--- src/rtl/iomcr_pkg.sv ---
/*
 * Package for the I/O memory control register bank: offsets, field positions and reset values.
 * Assumes a 4-bit data-memory bus whose low byte of address selects the I/O word.
 */
package iomcr_pkg;
    localparam int ADDR_W = 8;
    localparam int DATA_W = 4;
    localparam logic [7:0] OFF_TIMER_FLAG = 8'hc0;
    localparam logic [7:0] OFF_SERIAL_FLAG = 8'hc1;
    localparam logic [7:0] OFF_PORT1_FLAG = 8'hc2;
    localparam logic [7:0] OFF_PORT0_FLAG = 8'hc3;
    localparam logic [7:0] OFF_CONV_FLAG = 8'hc4;
    localparam logic [7:0] OFF_SW_FLAGS = 8'hc5;
    localparam logic [7:0] OFF_CT_FLAGS = 8'hc6;
    localparam logic [7:0] OFF_PERIPH_MASK = 8'hc8;
    localparam logic [7:0] OFF_PORT_MASK = 8'hc9;
    localparam logic [7:0] OFF_P0_SELECT = 8'hca;
    localparam logic [7:0] OFF_SW_MASK = 8'hcb;
    localparam logic [7:0] OFF_CT_MASK = 8'hcc;
    localparam logic [7:0] OFF_BUZZER = 8'he0;
    localparam logic [7:0] OFF_FREQ_OUT = 8'he1;
    localparam logic [7:0] OFF_CT_RESET = 8'he2;
    localparam logic [7:0] OFF_CT_LOW = 8'he3;
    localparam logic [7:0] OFF_CT_HIGH = 8'he4;
    localparam logic [7:0] OFF_WATCHDOG = 8'he5;
    localparam logic [7:0] OFF_SW_CTRL = 8'he6;
    localparam logic [7:0] OFF_SW_HUND = 8'he7;
    localparam logic [7:0] OFF_SW_TENTH = 8'he8;
    localparam logic [7:0] OFF_PT_CTRL = 8'he9;
    localparam logic [7:0] OFF_PT_CONFIG = 8'hea;
    localparam logic [7:0] OFF_PT_CNT_LO = 8'heb;
    localparam logic [7:0] OFF_PT_CNT_HI = 8'hec;
    localparam logic [7:0] OFF_PT_RLD_LO = 8'hed;
    localparam logic [7:0] OFF_PT_RLD_HI = 8'hee;
    localparam logic [7:0] OFF_LCD = 8'hef;
    localparam logic [1:0] IO_BASE_TOP = 2'h3;
    localparam int BIT_D0 = 0;
    localparam int BIT_D1 = 1;
    localparam int BIT_D2 = 2;
    localparam int BIT_D3 = 3;
    localparam logic [3:0] RST_NIBBLE = 4'h0;
    localparam logic [1:0] RST_FIELD2 = 2'h0;
    localparam logic [7:0] RST_BYTE = 8'h00;
endpackage

--- src/rtl/iomcr_regs.sv ---
/*
 * I/O memory control register bank: interrupt factor flags, masks, and the control,
 * readback and configuration registers of the buzzer, clock timer, watchdog,
 * stopwatch, programmable timer and LCD.
 * Assumes the CPU completes each access in one clock, with mem_rd or mem_wr high for
 * that cycle only, and that the peripherals send one-cycle event pulses and live state.
 */
// Overview of operation
// Reading an event flag returns it, then clears it in the same access.
// Single flags in D0 at C0H-C4H: timer, serial, port1, port0, converter.
// Stopwatch flags at C5H: D1 is 1 Hz, D0 is 10 Hz, reset 0.
// Clock timer flags at C6H: D3 1 Hz, D2 2 Hz, D1 8 Hz, D0 32 Hz.
// Peripheral mask C8H: D2 converter, D1 serial, D0 timer; D3 reads 0.
// Port mask C9H: D1 port1, D0 port0; upper bits unused.
// Port0 line select CAH: one bit per input line, 1 joins the interrupt.
// Stopwatch mask CBH: D1 for 1 Hz, D0 for 10 Hz.
// Clock timer mask CCH: four enables matching the clock timer flags.
// Buzzer control: D3, D2 route outputs 3, 2 to buzzer; D0 picks 2 kHz.
// Frequency output E1H: D3 routes output 0; D1-D0 pick source frequency.
// Writing 1 to E2H D0 resets clock timer and watchdog; reads 0.
// E3H and E4H read back the eight clock timer divider stages.
// E5H D3 write 1 resets watchdog; D1, D0 show its stages.
// E6H D1 runs the stopwatch; D0 write 1 clears its count.
// E7H and E8H read the stopwatch hundredths and tenths BCD digits.
// E9H D3 routes output 1 to overflow, D1 runs, D0 reloads timer.
// EAH D3-D2 select timer pre-divider 1/256, 1/32, 1/4, 1/1.
// EAH D1-D0 select timer source: filtered-off port1, port1, low, high.
// Timer count is read-only, low nibble EBH, high nibble ECH.
// Timer reload value is read/write at EDH and EEH.
// EFH holds LCD duty in D3-D2 and display-on in D0.
// Unused bits read 0 and ignore writes.
// The bank answers at C0H-FFH of every data-memory page.
// Events set flags; interrupt request when any enabled flag is set.
// Each access takes one cycle; writes apply then, reads return the word.
`timescale 1ns/1ns
`default_nettype none
module iomcr_regs
    import iomcr_pkg::*;
(
    input wire logic clock,
    input wire logic rst,
    input wire logic [9:0] mem_addr,
    input wire logic mem_rd,
    input wire logic mem_wr,
    input wire logic [3:0] mem_wdata,
    output logic [3:0] mem_rdata,
    output logic mem_sel,
    input wire logic timer_event,
    input wire logic serial_event,
    input wire logic port1_event,
    input wire logic port0_event,
    input wire logic converter_event,
    input wire logic [1:0] stopwatch_events,
    input wire logic [3:0] clock_timer_events,
    input wire logic [7:0] clock_stages,
    input wire logic [1:0] watchdog_stages,
    input wire logic [3:0] stopwatch_hundredths,
    input wire logic [3:0] stopwatch_tenths,
    input wire logic [7:0] timer_count,
    output logic irq_request,
    output logic [2:0] periph_irq_enable,
    output logic [1:0] port_irq_enable,
    output logic [3:0] port0_line_select,
    output logic [1:0] stopwatch_irq_enable,
    output logic [3:0] clock_timer_irq_enable,
    output logic out3_buzzer_route,
    output logic out2_buzzer_route,
    output logic buzzer_tone_select,
    output logic out0_freq_route,
    output logic [1:0] freq_output_select,
    output logic clock_timer_reset_strobe,
    output logic watchdog_reset_strobe,
    output logic stopwatch_run,
    output logic stopwatch_clear_strobe,
    output logic out1_overflow_route,
    output logic timer_run,
    output logic timer_reload_strobe,
    output logic [1:0] timer_prediv,
    output logic [1:0] timer_source,
    output logic [7:0] timer_reload,
    output logic [1:0] lcd_duty,
    output logic lcd_display_on
);

    // =========================================================================
    // Address decode
    // =========================================================================
    logic [7:0] off;
    logic io_hit;
    logic rd_hit;
    logic wr_hit;

    assign off = mem_addr[7:0];
    assign io_hit = (off[7:6] == IO_BASE_TOP);
    assign rd_hit = mem_rd && io_hit;
    assign wr_hit = mem_wr && io_hit;
    assign mem_sel = io_hit && (mem_rd || mem_wr);

    function automatic logic wr_at(input logic [7:0] a);
        wr_at = wr_hit && (off == a);
    endfunction

    function automatic logic rd_at(input logic [7:0] a);
        rd_at = rd_hit && (off == a);
    endfunction

    // =========================================================================
    // Interrupt factor flags
    // =========================================================================
    logic timer_flag_r;
    logic serial_flag_r;
    logic port1_flag_r;
    logic port0_flag_r;
    logic conv_flag_r;
    logic [1:0] sw_flags_r;
    logic [3:0] ct_flags_r;

    // Set wins over the clear-on-read in the same cycle
    always_ff @(posedge clock) begin
        if (rst) begin
            timer_flag_r <= 1'b0;
            serial_flag_r <= 1'b0;
            port1_flag_r <= 1'b0;
            port0_flag_r <= 1'b0;
            conv_flag_r <= 1'b0;
            sw_flags_r <= RST_FIELD2;
            ct_flags_r <= RST_NIBBLE;
        end else begin
            timer_flag_r <= timer_event | (timer_flag_r & ~rd_at(OFF_TIMER_FLAG));
            serial_flag_r <= serial_event | (serial_flag_r & ~rd_at(OFF_SERIAL_FLAG));
            port1_flag_r <= port1_event | (port1_flag_r & ~rd_at(OFF_PORT1_FLAG));
            port0_flag_r <= port0_event | (port0_flag_r & ~rd_at(OFF_PORT0_FLAG));
            conv_flag_r <= converter_event | (conv_flag_r & ~rd_at(OFF_CONV_FLAG));
            sw_flags_r <= stopwatch_events | (sw_flags_r & {2{~rd_at(OFF_SW_FLAGS)}});
            ct_flags_r <= clock_timer_events | (ct_flags_r & {4{~rd_at(OFF_CT_FLAGS)}});
        end
    end

    // =========================================================================
    // Mask and selection registers
    // =========================================================================
    always_ff @(posedge clock) begin
        if (rst) begin
            periph_irq_enable <= 3'h0;
            port_irq_enable <= RST_FIELD2;
            port0_line_select <= RST_NIBBLE;
            stopwatch_irq_enable <= RST_FIELD2;
            clock_timer_irq_enable <= RST_NIBBLE;
        end else begin
            if (wr_at(OFF_PERIPH_MASK)) begin
                periph_irq_enable <= mem_wdata[2:0];
            end
            if (wr_at(OFF_PORT_MASK)) begin
                port_irq_enable <= mem_wdata[1:0];
            end
            if (wr_at(OFF_P0_SELECT)) begin
                port0_line_select <= mem_wdata;
            end
            if (wr_at(OFF_SW_MASK)) begin
                stopwatch_irq_enable <= mem_wdata[1:0];
            end
            if (wr_at(OFF_CT_MASK)) begin
                clock_timer_irq_enable <= mem_wdata;
            end
        end
    end

    assign irq_request = |{timer_flag_r & periph_irq_enable[BIT_D0],
                           serial_flag_r & periph_irq_enable[BIT_D1],
                           conv_flag_r & periph_irq_enable[BIT_D2],
                           port1_flag_r & port_irq_enable[BIT_D1],
                           port0_flag_r & port_irq_enable[BIT_D0],
                           sw_flags_r & stopwatch_irq_enable,
                           ct_flags_r & clock_timer_irq_enable};

    // =========================================================================
    // Output routing and peripheral control
    // =========================================================================
    always_ff @(posedge clock) begin
        if (rst) begin
            out3_buzzer_route <= 1'b0;
            out2_buzzer_route <= 1'b0;
            buzzer_tone_select <= 1'b0;
            out0_freq_route <= 1'b0;
            freq_output_select <= RST_FIELD2;
            stopwatch_run <= 1'b0;
            out1_overflow_route <= 1'b0;
            timer_run <= 1'b0;
            timer_prediv <= RST_FIELD2;
            timer_source <= RST_FIELD2;
            lcd_duty <= RST_FIELD2;
            lcd_display_on <= 1'b0;
        end else begin
            if (wr_at(OFF_BUZZER)) begin
                out3_buzzer_route <= mem_wdata[BIT_D3];
                out2_buzzer_route <= mem_wdata[BIT_D2];
                buzzer_tone_select <= mem_wdata[BIT_D0];
            end
            if (wr_at(OFF_FREQ_OUT)) begin
                out0_freq_route <= mem_wdata[BIT_D3];
                freq_output_select <= mem_wdata[1:0];
            end
            if (wr_at(OFF_SW_CTRL)) begin
                stopwatch_run <= mem_wdata[BIT_D1];
            end
            if (wr_at(OFF_PT_CTRL)) begin
                out1_overflow_route <= mem_wdata[BIT_D3];
                timer_run <= mem_wdata[BIT_D1];
            end
            if (wr_at(OFF_PT_CONFIG)) begin
                timer_prediv <= mem_wdata[3:2];
                timer_source <= mem_wdata[1:0];
            end
            if (wr_at(OFF_LCD)) begin
                lcd_duty <= mem_wdata[3:2];
                lcd_display_on <= mem_wdata[BIT_D0];
            end
        end
    end

    // Reload value has no defined reset; cleared anyway for a clean start
    always_ff @(posedge clock) begin
        if (rst) begin
            timer_reload <= RST_BYTE;
        end else begin
            if (wr_at(OFF_PT_RLD_LO)) begin
                timer_reload[3:0] <= mem_wdata;
            end
            if (wr_at(OFF_PT_RLD_HI)) begin
                timer_reload[7:4] <= mem_wdata;
            end
        end
    end

    // =========================================================================
    // Write-only strobes, one cycle after the write
    // =========================================================================
    always_ff @(posedge clock) begin
        if (rst) begin
            clock_timer_reset_strobe <= 1'b0;
            watchdog_reset_strobe <= 1'b0;
            stopwatch_clear_strobe <= 1'b0;
            timer_reload_strobe <= 1'b0;
        end else begin
            clock_timer_reset_strobe <= wr_at(OFF_CT_RESET) && mem_wdata[BIT_D0];
            watchdog_reset_strobe <= (wr_at(OFF_WATCHDOG) && mem_wdata[BIT_D3])
                                     || (wr_at(OFF_CT_RESET) && mem_wdata[BIT_D0]);
            stopwatch_clear_strobe <= wr_at(OFF_SW_CTRL) && mem_wdata[BIT_D0];
            timer_reload_strobe <= wr_at(OFF_PT_CTRL) && mem_wdata[BIT_D0];
        end
    end

    // =========================================================================
    // Read multiplexer (combinational, same cycle)
    // =========================================================================
    always_comb begin
        mem_rdata = 4'h0;
        if (rd_hit) begin
            case (off)
                OFF_TIMER_FLAG: mem_rdata = {3'h0, timer_flag_r};
                OFF_SERIAL_FLAG: mem_rdata = {3'h0, serial_flag_r};
                OFF_PORT1_FLAG: mem_rdata = {3'h0, port1_flag_r};
                OFF_PORT0_FLAG: mem_rdata = {3'h0, port0_flag_r};
                OFF_CONV_FLAG: mem_rdata = {3'h0, conv_flag_r};
                OFF_SW_FLAGS: mem_rdata = {2'h0, sw_flags_r};
                OFF_CT_FLAGS: mem_rdata = ct_flags_r;
                OFF_PERIPH_MASK: mem_rdata = {1'b0, periph_irq_enable};
                OFF_PORT_MASK: mem_rdata = {2'h0, port_irq_enable};
                OFF_P0_SELECT: mem_rdata = port0_line_select;
                OFF_SW_MASK: mem_rdata = {2'h0, stopwatch_irq_enable};
                OFF_CT_MASK: mem_rdata = clock_timer_irq_enable;
                OFF_BUZZER: mem_rdata = {out3_buzzer_route, out2_buzzer_route, 1'b0, buzzer_tone_select};
                OFF_FREQ_OUT: mem_rdata = {out0_freq_route, 1'b0, freq_output_select};
                OFF_CT_RESET: mem_rdata = 4'h0;
                OFF_CT_LOW: mem_rdata = clock_stages[3:0];
                OFF_CT_HIGH: mem_rdata = clock_stages[7:4];
                OFF_WATCHDOG: mem_rdata = {2'h0, watchdog_stages};
                OFF_SW_CTRL: mem_rdata = {2'h0, stopwatch_run, 1'b0};
                OFF_SW_HUND: mem_rdata = stopwatch_hundredths;
                OFF_SW_TENTH: mem_rdata = stopwatch_tenths;
                OFF_PT_CTRL: mem_rdata = {out1_overflow_route, 1'b0, timer_run, 1'b0};
                OFF_PT_CONFIG: mem_rdata = {timer_prediv, timer_source};
                OFF_PT_CNT_LO: mem_rdata = timer_count[3:0];
                OFF_PT_CNT_HI: mem_rdata = timer_count[7:4];
                OFF_PT_RLD_LO: mem_rdata = timer_reload[3:0];
                OFF_PT_RLD_HI: mem_rdata = timer_reload[7:4];
                OFF_LCD: mem_rdata = {lcd_duty, 1'b0, lcd_display_on};
                default: mem_rdata = 4'h0;
            endcase
        end
    end

    // =========================================================================
    // Checks
    // =========================================================================
    // Flag set and clear
    a_flag_read_clear: assert property (@(posedge clock) disable iff (rst)
        rd_at(OFF_TIMER_FLAG) && !timer_event |=> !timer_flag_r)
        else $error("timer flag not cleared by read");

    a_flag_set_wins: assert property (@(posedge clock) disable iff (rst)
        timer_event |=> timer_flag_r)
        else $error("timer flag lost its event");

    a_flag_read_value: assert property (@(posedge clock) disable iff (rst)
        rd_at(OFF_SERIAL_FLAG) |-> mem_rdata == {3'h0, serial_flag_r})
        else $error("serial flag read mismatch");

    a_ct_flags_hold: assert property (@(posedge clock) disable iff (rst)
        ct_flags_r[BIT_D3] && !rd_at(OFF_CT_FLAGS) |=> ct_flags_r[BIT_D3])
        else $error("clock flag lost without a read");

    // Interrupt request
    a_irq_from_mask: assert property (@(posedge clock) disable iff (rst)
        conv_flag_r && periph_irq_enable[BIT_D2] |-> irq_request)
        else $error("enabled flag gave no request");

    a_irq_masked: assert property (@(posedge clock) disable iff (rst)
        periph_irq_enable == 3'h0 && port_irq_enable == 2'h0 && stopwatch_irq_enable == 2'h0
        && clock_timer_irq_enable == 4'h0 |-> !irq_request)
        else $error("request while all masked");

    // Register writes and strobes
    a_mask_write: assert property (@(posedge clock) disable iff (rst)
        wr_at(OFF_CT_MASK) |=> clock_timer_irq_enable == $past(mem_wdata))
        else $error("mask write not applied");

    a_wd_strobe: assert property (@(posedge clock) disable iff (rst)
        wr_at(OFF_CT_RESET) && mem_wdata[BIT_D0] |=> clock_timer_reset_strobe && watchdog_reset_strobe)
        else $error("timer reset strobe missing");

    a_strobe_one_cycle: assert property (@(posedge clock) disable iff (rst)
        !(wr_at(OFF_CT_RESET) && mem_wdata[BIT_D0]) |=> !clock_timer_reset_strobe)
        else $error("timer reset strobe without a write");

    a_wd_direct: assert property (@(posedge clock) disable iff (rst)
        wr_at(OFF_WATCHDOG) && mem_wdata[BIT_D3] |=> watchdog_reset_strobe)
        else $error("watchdog reset strobe missing");

    a_sw_clear: assert property (@(posedge clock) disable iff (rst)
        wr_at(OFF_SW_CTRL) && mem_wdata[BIT_D0] |=> stopwatch_clear_strobe)
        else $error("stopwatch clear strobe missing");

    a_reload_strobe: assert property (@(posedge clock) disable iff (rst)
        wr_at(OFF_PT_CTRL) && mem_wdata[BIT_D0] |=> timer_reload_strobe)
        else $error("timer reload strobe missing");

    a_page_alias: assert property (@(posedge clock) disable iff (rst)
        mem_wr && off == OFF_PT_RLD_LO |=> timer_reload[3:0] == $past(mem_wdata))
        else $error("page alias write failed");

    // Read side
    a_unused_zero: assert property (@(posedge clock) disable iff (rst)
        rd_at(OFF_LCD) |-> mem_rdata[BIT_D1] == 1'b0)
        else $error("unused bit read nonzero");

    a_strobe_reads_zero: assert property (@(posedge clock) disable iff (rst)
        rd_at(OFF_SW_CTRL) |-> mem_rdata[BIT_D0] == 1'b0)
        else $error("clear strobe bit reads nonzero");

    a_reset_reads_zero: assert property (@(posedge clock) disable iff (rst)
        rd_at(OFF_CT_RESET) |-> mem_rdata == 4'h0)
        else $error("timer reset word reads nonzero");


    c_flag_read: cover property (@(posedge clock) disable iff (rst) timer_flag_r && rd_at(OFF_TIMER_FLAG));
    c_irq_raised: cover property (@(posedge clock) disable iff (rst) $rose(irq_request));
    c_reload: cover property (@(posedge clock) disable iff (rst) timer_reload_strobe);
    c_set_on_clear: cover property (@(posedge clock) disable iff (rst) timer_event && rd_at(OFF_TIMER_FLAG));

endmodule
`default_nettype wire

--- config.mk ---
export PLATFORM = sky130hd
export DESIGN_NAME = iomcr_regs
export DESIGN_NICKNAME = d
export VERILOG_FILES = /design/src/rtl/iomcr_pkg.sv /design/src/rtl/iomcr_regs.sv
export SDC_FILE = /design/constraint.sdc
export NUM_CORES = 1
export LEC_CHECK = 0
export ABC_AREA = 1
export ABC_CLOCK_PERIOD_IN_PS = 1700
export BUFFER_PORTS_ARGS = -buffer_cell sky130_fd_sc_hd__buf_4
export CAP_MARGIN = 20
export CORE_MARGIN = 2
export CORE_UTILIZATION = 35
export CTS_CLUSTER_DIAMETER = 30
export DETAILED_ROUTE_END_ITERATION = 7
export HOLD_SLACK_MARGIN = 0.1
export PLACE_DENSITY_LB_ADDON = 0.1
export SYNTH_ARGS = -nofsm -noshare
export SYNTH_HDL_FRONTEND = slang
export SYNTH_SLANG_ARGS = --single-unit
--- constraint.sdc ---
create_clock -name clock -period 1.7 [get_ports clock]
set_clock_uncertainty 0.15 [all_clocks]
set_input_delay 0.17 -clock clock [delete_from_list [all_inputs] [get_ports clock]]
set_output_delay 0.17 -clock clock [all_outputs]
set_load 0.03 [all_outputs]
==> qor.csv, run 1 <==
metric,value,unit
nFillCells,794,
synth_area_leaders,"dfxtp_1, nand3_1, nand2_1, nor2_1, a21oi_1",
syn-num-nets,499,
fmax,554.9,MHz
final_common_cell,buf_4,
drt_wl_total,11.58,mm
synthesis.area,2883,um2
cp.required,1.38,ns
slew_headroom,76.98,%
dr_total_vias,3720,
worstMarginPinSlew,0.3445,ns
synth_top_area_share,37.50,%
status,finished with violations,
synth_fa_ha_area_share,0,%
ant_nets,0,
synthSimpleGateAreaFrac,38.67,%
drv_slew,0,
fin_ws,-0.1021,ns
worst_ir_drop_vdd,0.0003001,V
grt_pass1_wl,17.64,mm
drive_gt1_share,37.99,%
clk_pin_slew_worst_paths,0.10,ns
yosys.area_share.xor_xnor,0,%
yosysTopAreaCell,dfxtp_1,
synth.ff_latch_count,54,
leakage,2.122,nW
rsz0062_at_grt,true,
clkPwrFrac,33.5,%
ys_types,24,
initial_utilization,35.62,%
synth_top_family_by_area,simple AND/OR/NAND/NOR gates,
die_h,94.76,um
fin_cells,721,
clk-insertion-delay-late,0.31,ns
firstDrtPassIters,5,
dieArea,8979,um2
cts_tree,built,
preCtsSetupSlack,-0.3104,ns
final_cell_mix,"buf_4, nand3_1, nand2_1",
netlist_instances,444,
avgRoutedWirePerCell,16.06,um
ios,104,
hold_ws,0.1515,ns
gr-total-overflow,0,
worstPathArrival,1.48,ns
diodes,0,
rows,33,
grt_use_total,25.69,%
setup_viol,4,
cp_max_fo,5,
switching_power,0.6795,mW
hold_class,input pin to flip-flop,
gp_congestion,0.9102,
drc_errors,0,
synth_compound_area_share,15.19,%
avgSynthCellArea,6.493,um2
p_int,1.926,mW
fin_crit_sh,106.0,%
core,8093,um2
h-tree-depth,2,
multi_input_area,1778,um2
fin_crit,1.802,ns
maxCapViolCount,0,
io_buffers,101,
start_kind,input pin,
hpwl,8.337,mm
yosys_warnings,0,
place_inst,685,
cts_buffer_depth,2,
seq_power_share,49.9,%
p_comb_share,16.5,%
seq_area,1084,um2
numCtsBuffers,5,
cts_sinks,54,
crit_type,input pin to output pin,
finalHoldViolations,0,
drt-vias-per-instance,5.160,
grt_max_degree,32,
crit_path_end_kind,output pin,
drt_iter0_markers,289,
nNetsFinal,670,
power.density,546.9,nW/um2
antenna_found_initial,0,
synth.area.mux_share,0,%
violations,setup timing,
cts_root_buffer,clkbuf_8,
grt_pass1_vias,3474,
syn_to_final_growth,65.28,%
switching_share,26.08,%
die_w,94.76,um
yosysSeqAreaShare,37.50,%
[flip-flops by register name, indices dropped and copies added (netlist names), 3 cells and up]
name,flops
periph_irq_enable,3
port0_line_select,4
clock_timer_irq_enable,4
timer_reload,8
ct_flags_r,4
[power by group through the flow]
stage	clock network (mW)	registers, mW	logic, mW
after CTS	0.908	1.30	0.401
after detailed placement	0	1.33	0.332
after global placement	0	1.33	0.329
final	0.874	1.30	0.431
after floorplan	0	1.33	0.127
after global routing	0.944	1.30	0.458
[final timing paths]
kind                start              end  slack [ns]  cells past startpoint
max reg2reg  timer_flag_r     timer_flag_r        0.36                      3
min reg2reg   lcd_duty[1]      lcd_duty[1]        0.33                      2
max           mem_addr[1]     mem_rdata[1]       -0.10                     12
min                   rst  out0_freq_route        0.15                      3
[per-layer routing]
metal,vias up,share of wire (%),global-route usage (%)
li1,1820,-,-
met1,1742,44,33.87
met2,139,49,44.68
met3,19,5.4,2.953
met4,0,1.6,6.280
met5,-,0,0
[cells by family after synthesis]
kind of cell	count (synthesis)
AO/OA/AOI/OAI	85
AND/OR/NAND/NOR	244
flip-flops	54
buffers and inverters	61
[cell type report]
cell class                      instances  share of cell area, %
Inverter                               45                  3.808
Clock buffer                            5                  1.444
Tap cell                              105                  2.757
Clock inverter                          3                 0.8403
Multi-Input combinational cell        329                  37.32
Timing Repair Buffer                  180                  31.09
Sequential cell                        54                  22.74
[through the flow]
stage | total power, mW | TNS [ns] | cell area (um2) | util [%]
floorplan | 1.452 | 0 | 2889 | -
global placement | 1.658 | -0.8981 | 4094 | 50.59
detailed placement | 1.661 | -0.9075 | 4094 | 50.59
CTS | 2.609 | -0.3595 | 4582 | 56.62
global route | 2.707 | -0.6754 | 4765 | 58.87
finish | 2.606 | -0.3250 | 4765 | 58.87
[worst max-delay path, cell delays in order]
cell     delay, ns
buf_4         0.14
inv_2         0.10
nand2_4       0.10
nor2_1        0.12
buf_4         0.15
nand3_1       0.09
nand3_1       0.11
nor2_2        0.05
nand3_1       0.09
nor2_1        0.06
nor2_1        0.12
buf_4         0.17
[synthesized netlist by cell type, drive strengths merged]
| cell type | instances |
|---|---|
| dfxtp | 54 |
| nand4 | 5 |
| nand2 | 70 |
| buf | 9 |
| nor3 | 2 |
| a211oi | 2 |
| nor2 | 70 |
| inv | 45 |
| a21oi | 42 |
| o21ai | 39 |
| and3 | 3 |
| nand3 | 94 |
| a221oi | 1 |
| a22o | 1 |
| clkbuf | 7 |
[repair_timing]
item / CTS / global route
hold buffers: 17 / 0
pin swaps: 4 / 22
gates resized for setup: 38 / 46
gates cloned: 3 / 1
endpoints found under the setup margin: 4 / 11
hold endpoints to repair: 26 / 0
setup buffers: 3 / 6
Note: power is estimated with default switching activity, not from simulation.
==> inputs of run 2 (changes only) <==
--- a/config.mk
+++ b/config.mk
@@ -18,3 +18,4 @@
 export SYNTH_ARGS = -nofsm -noshare
 export SYNTH_HDL_FRONTEND = slang
 export SYNTH_SLANG_ARGS = --single-unit
+export TNS_END_PERCENT = 20
==> qor.csv, run 2 (synthesized netlist as in run 1, its figures left out) <==
metric,value,unit
cts_tree,built,
status,finished with violations,
leakage,2.098,nW
cp_max_fo,16,
nNetsFinal,667,
grt_max_degree,34,
r2r_start,timer_flag_r,
clk-insertion-delay-late,0.31,ns
largest-register,timer_reload,
die_w,94.76,um
nFillCells,822,
dieArea,8979,um2
hold_class,input pin to flip-flop,
drt_wl_total,10.98,mm
rows,33,
violations,setup timing,
cts_root_buffer,clkbuf_8,
initial_utilization,35.62,%
fmax,547.9,MHz
timing.critical_path.from,mem_addr[4],
fin_area,4648,um2
die_h,94.76,um
drv_slew,0,
clk_pin_slew_worst_paths,0.10,ns
final_cell_mix,"buf_4, nand3_1, nand2_1",
cts_buffer_depth,2,
h-tree-depth,2,
finalHoldViolations,0,
cts_sinks,54,
globalRouteMet3Util,3.671,%
start_kind,input pin,
hold_start,rst,
dr_total_vias,3628,
fin_crit_sh,107.4,%
worst_ir_drop_vdd,0.0003027,V
ant_nets,0,
avgRoutedWirePerCell,15.32,um
slew_headroom,77.03,%
core,8093,um2
final_common_cell,buf_4,
diodes,0,
worstPathArrival,1.51,ns
drive_gt1_share,34.31,%
crit_type,input pin to output pin,
io_buffers,101,
grtUsageMet1,30.79,%
drc_errors,0,
grt_pass1_vias,3276,
hpwl,8.357,mm
firstDrtPassIters,4,
fin_crit,1.825,ns
crit_path_end_kind,output pin,
gp_congestion,0.9347,
dpl_cell_area,4076,um2
maxCapViolCount,0,
largest_reg_flops,8,
ios,104,
rsz0062_at_grt,true,
grt_most_used_layer,met2,
drt_iter0_markers,249,
power.density,560.4,nW/um2
grtUsageMet2,39.30,%
gr-total-overflow,0,
numCtsBuffers,5,
fin_ws,-0.1252,ns
hold_ws,0.1386,ns
grt_pass1_wl,16.12,mm
grt_use_total,23.51,%
cp.required,1.38,ns
antenna_found_initial,0,
drt-vias-per-instance,5.060,
syn_to_final_growth,61.24,%
worstMarginPinSlew,0.3437,ns
setup_viol,4,
-- run 2: final timing paths --
| kind | slack [ns] | endpoint | cells past startpoint |
|---|---|---|---|
| worst max-delay path | -0.13 | mem_rdata[1] | 13 |
| worst min-delay path | 0.14 | out0_freq_route | 3 |
| worst max register to register | 0.37 | timer_flag_r | 3 |
| worst min register to register | 0.33 | lcd_duty[0] | 2 |
-- run 2: routing by layer --
layer  routed length [um]  part of all wire, %
met1                 4891                   45
met2                 5254                   48
met3                  551                  5.0
met4                  284                  2.6
met5                    0                    0
-- run 2: through the flow --
step / utilization (%) / TNS [ns] / std cells / setup slack (ns) / power (mW)
3_5_place_dp: 50.37 / -0.6247 / 683 / -0.2129 / 1.658
2_1_floorplan: - / -0.002594 / 444 / -0.002594 / 1.452
3_3_place_gp: 50.37 / -0.6131 / 683 / -0.1856 / 1.655
5_1_grt: 57.44 / -0.7179 / 717 / -0.1994 / 2.696
4_1_cts: 54.47 / -0.3882 / 707 / -0.1156 / 2.586
6_report: 57.44 / -0.3674 / 717 / -0.1252 / 2.605
-- run 2: area by class of cell --
class	instances	area (um2)	area share, %
well taps	105	131.4	2.826
clock buffers	6	82.58	1.777
multi-input cells	329	1669	35.91
flip-flops and latches	54	1084	23.31
inverters	45	173.9	3.742
repair buffers	177	1478	31.79
clock inverters	1	30.03	0.6460
-- run 2: critical path, cell delays in order --
cell       delay, ns
buf_4           0.12
inv_4           0.05
nand2_2         0.06
nor2_4          0.12
buf_12          0.14
clkbuf_16       0.17
nand3_1         0.08
nand3_1         0.09
nor2_1          0.05
nand3_1         0.08
nor2_1          0.05
nor2_1          0.14
buf_4           0.18
-- run 2: where the power goes --
part | internal [mW] | total, mW | leakage [nW] | switching (mW)
logic | 0.204 | 0.411 | 1.60 | 0.207
registers | 1.28 | 1.30 | 0.439 | 0.0173
clock network | 0.472 | 0.893 | 0.0573 | 0.421
-- run 2: what timing repair did --
item                                    in CTS  in global routing
cloned                                       0                  4
hold buffers                                17                  0
pin swaps                                    0                 14
buffers inserted                             0                  6
endpoints found under the setup margin       4                 13
hold endpoints to repair                    26                  0
resized for setup                           21                 32
==> inputs of run 3 (changes only) <==
--- a/config.mk
+++ b/config.mk
@@ -6,7 +6,7 @@
 export NUM_CORES = 1
 export LEC_CHECK = 0
 export ABC_AREA = 1
-export ABC_CLOCK_PERIOD_IN_PS = 1700
+export ABC_CLOCK_PERIOD_IN_PS = 2100
 export BUFFER_PORTS_ARGS = -buffer_cell sky130_fd_sc_hd__buf_4
 export CAP_MARGIN = 20
 export CORE_MARGIN = 2
==> constraint.sdc (replaced) <==
create_clock -name clock -period 2.1 [get_ports clock]
set_clock_uncertainty 0.15 [all_clocks]
set_input_delay 0.21 -clock clock [delete_from_list [all_inputs] [get_ports clock]]
set_output_delay 0.21 -clock clock [all_outputs]
set_load 0.03 [all_outputs]
==> qor.csv, run 3 (synthesized netlist as in run 1, its figures left out) <==
metric,value,unit
antenna_found_initial,0,
nNetsFinal,637,
drc_errors,0,
crit_slowest_cell,buf_12,
cp.required,1.74,ns
drive_gt1_share,24.87,%
rsz0062_at_grt,true,
io_buffers,101,
fin_cells,688,
worst_ir_drop_vdd,0.0004034,V
grt_max_degree,42,
cts_root_buffer,clkbuf_8,
multi_input_area,1558,um2
die_w,94.76,um
grt_most_used_layer,met2,
syn_to_final_growth,47.14,%
fin_ws,0.1412,ns
gp_congestion,0.9131,
final_common_cell,buf_4,
leakage,1.883,nW
crit_type,input pin to output pin,
preCtsSetupSlack,0.1317,ns
dieArea,8979,um2
place_inst,656,
drt-vias-per-instance,4.974,
numCtsBuffers,5,
seq_area,1081,um2
fmax,510.5,MHz
dpl_cell_area,3882,um2
initial_utilization,35.62,%
grt_pass1_vias,3138,
hold_ws,0.1022,ns
clk_pin_slew_worst_paths,0.10,ns
hold_class,input pin to flip-flop,
hpwl,7.921,mm
firstDrtPassIters,5,
setup_viol,0,
globalRouteMet3Util,2.793,%
drt_wl_total,10.42,mm
gr-total-overflow,0,
cts_sinks,54,
ant_nets,0,
cpPeakStageDelay,0.21,ns
fin_crit,1.959,ns
cp_cell_sequence,buf_4 -> inv_1 -> nand2_1 -> nor2_4 -> buf_12 -> nand2_1 -> o21ai_0 -> nor2_1 -> nand2_1 -> nor2_1 -> nor2_1 -> buf_4,
cts_buffer_depth,2,
cts_tree,built,
fin_area,4242,um2
dr_total_vias,3422,
core,8093,um2
die_h,94.76,um
setup_tns,0,ns
drv_slew,0,
h-tree-depth,2,
avgRoutedWirePerCell,15.14,um
power.density,485.9,nW/um2
diodes,0,
nFillCells,852,
post-cts-setup-buffers,0,
maxCapViolCount,0,
clk-insertion-delay-late,0.31,ns
final_cell_mix,"buf_4, nand3_1, nand2_1",
drt_iter0_markers,217,
grt_pass1_wl,15.85,mm
grtUsageMet2,37.77,%
worstMarginPinSlew,0.3439,ns
worstPathArrival,1.60,ns
largest-register,timer_reload,
slew_headroom,77.01,%
grtUsageMet1,31.93,%
ios,104,
grt_use_total,23.11,%
rows,33,
fin_crit_sh,93.28,%
cp_max_fo,41,
largest_reg_flops,8,
status,"finished, final reports clean",
crit_path_end_kind,output pin,
finalHoldViolations,0,
start_kind,input pin,
[run 3: stage by stage]
stage | total power [mW] | util (%)
global route | 2.128 | 52.41
detailed placement | 1.320 | 47.97
finish | 2.061 | 52.41
floorplan | 1.175 | -
global placement | 1.318 | 47.97
CTS | 2.061 | 52.35
[run 3: power by group]
part	leakage [nW]	switching (mW)	internal, mW	total, mW
clock network	0.0504	0.367	0.355	0.723
registers	0.438	0.0137	1.04	1.05
logic	1.39	0.147	0.138	0.285
total	1.88	0.528	1.53	2.06
[run 3: what timing repair did]
action                                  in CTS  in global routing
hold endpoints to repair                    20                  0
resized for setup                            0                  1
hold buffers                                24                  0
endpoints found under the setup margin       0                  2
[run 3: area by class of cell]
type / instances / area share, %
multi-input combinational: 329 / 36.73
sequential: 54 / 25.49
inverter: 45 / 3.982
tap: 105 / 3.097
timing repair buffer: 147 / 28.02
clock buffer: 5 / 1.622
clock inverter: 3 / 1.062
[run 3: worst paths after layout]
path / startpoint / endpoint / slack (ns) / cells after the start
hold reg to reg: lcd_duty[1] / lcd_duty[1] / 0.33 / 2
hold / removal: mem_rd / timer_flag_r / 0.10 / 4
setup reg to reg: ct_flags_r[2] / ct_flags_r[2] / 0.75 / 3
setup / recovery: mem_addr[4] / mem_rdata[2] / 0.14 / 12
[run 3: layer usage]
| layer | up-vias | wire [um] |
|---|---|---|
| met2 | 114 | 4914 |
| met5 | - | 0 |
| met3 | 10 | 639 |
| met4 | 0 | 127 |
| met1 | 1546 | 4736 |
| li1 | 1752 | - |
[run 3: critical path: cells and delay by family]
kind | cells | cell delay (ns)
AO/OA/AOI/OAI | 1 | 0.16
buffers and inverters | 4 | 0.58
AND/OR/NAND/NOR | 7 | 0.63
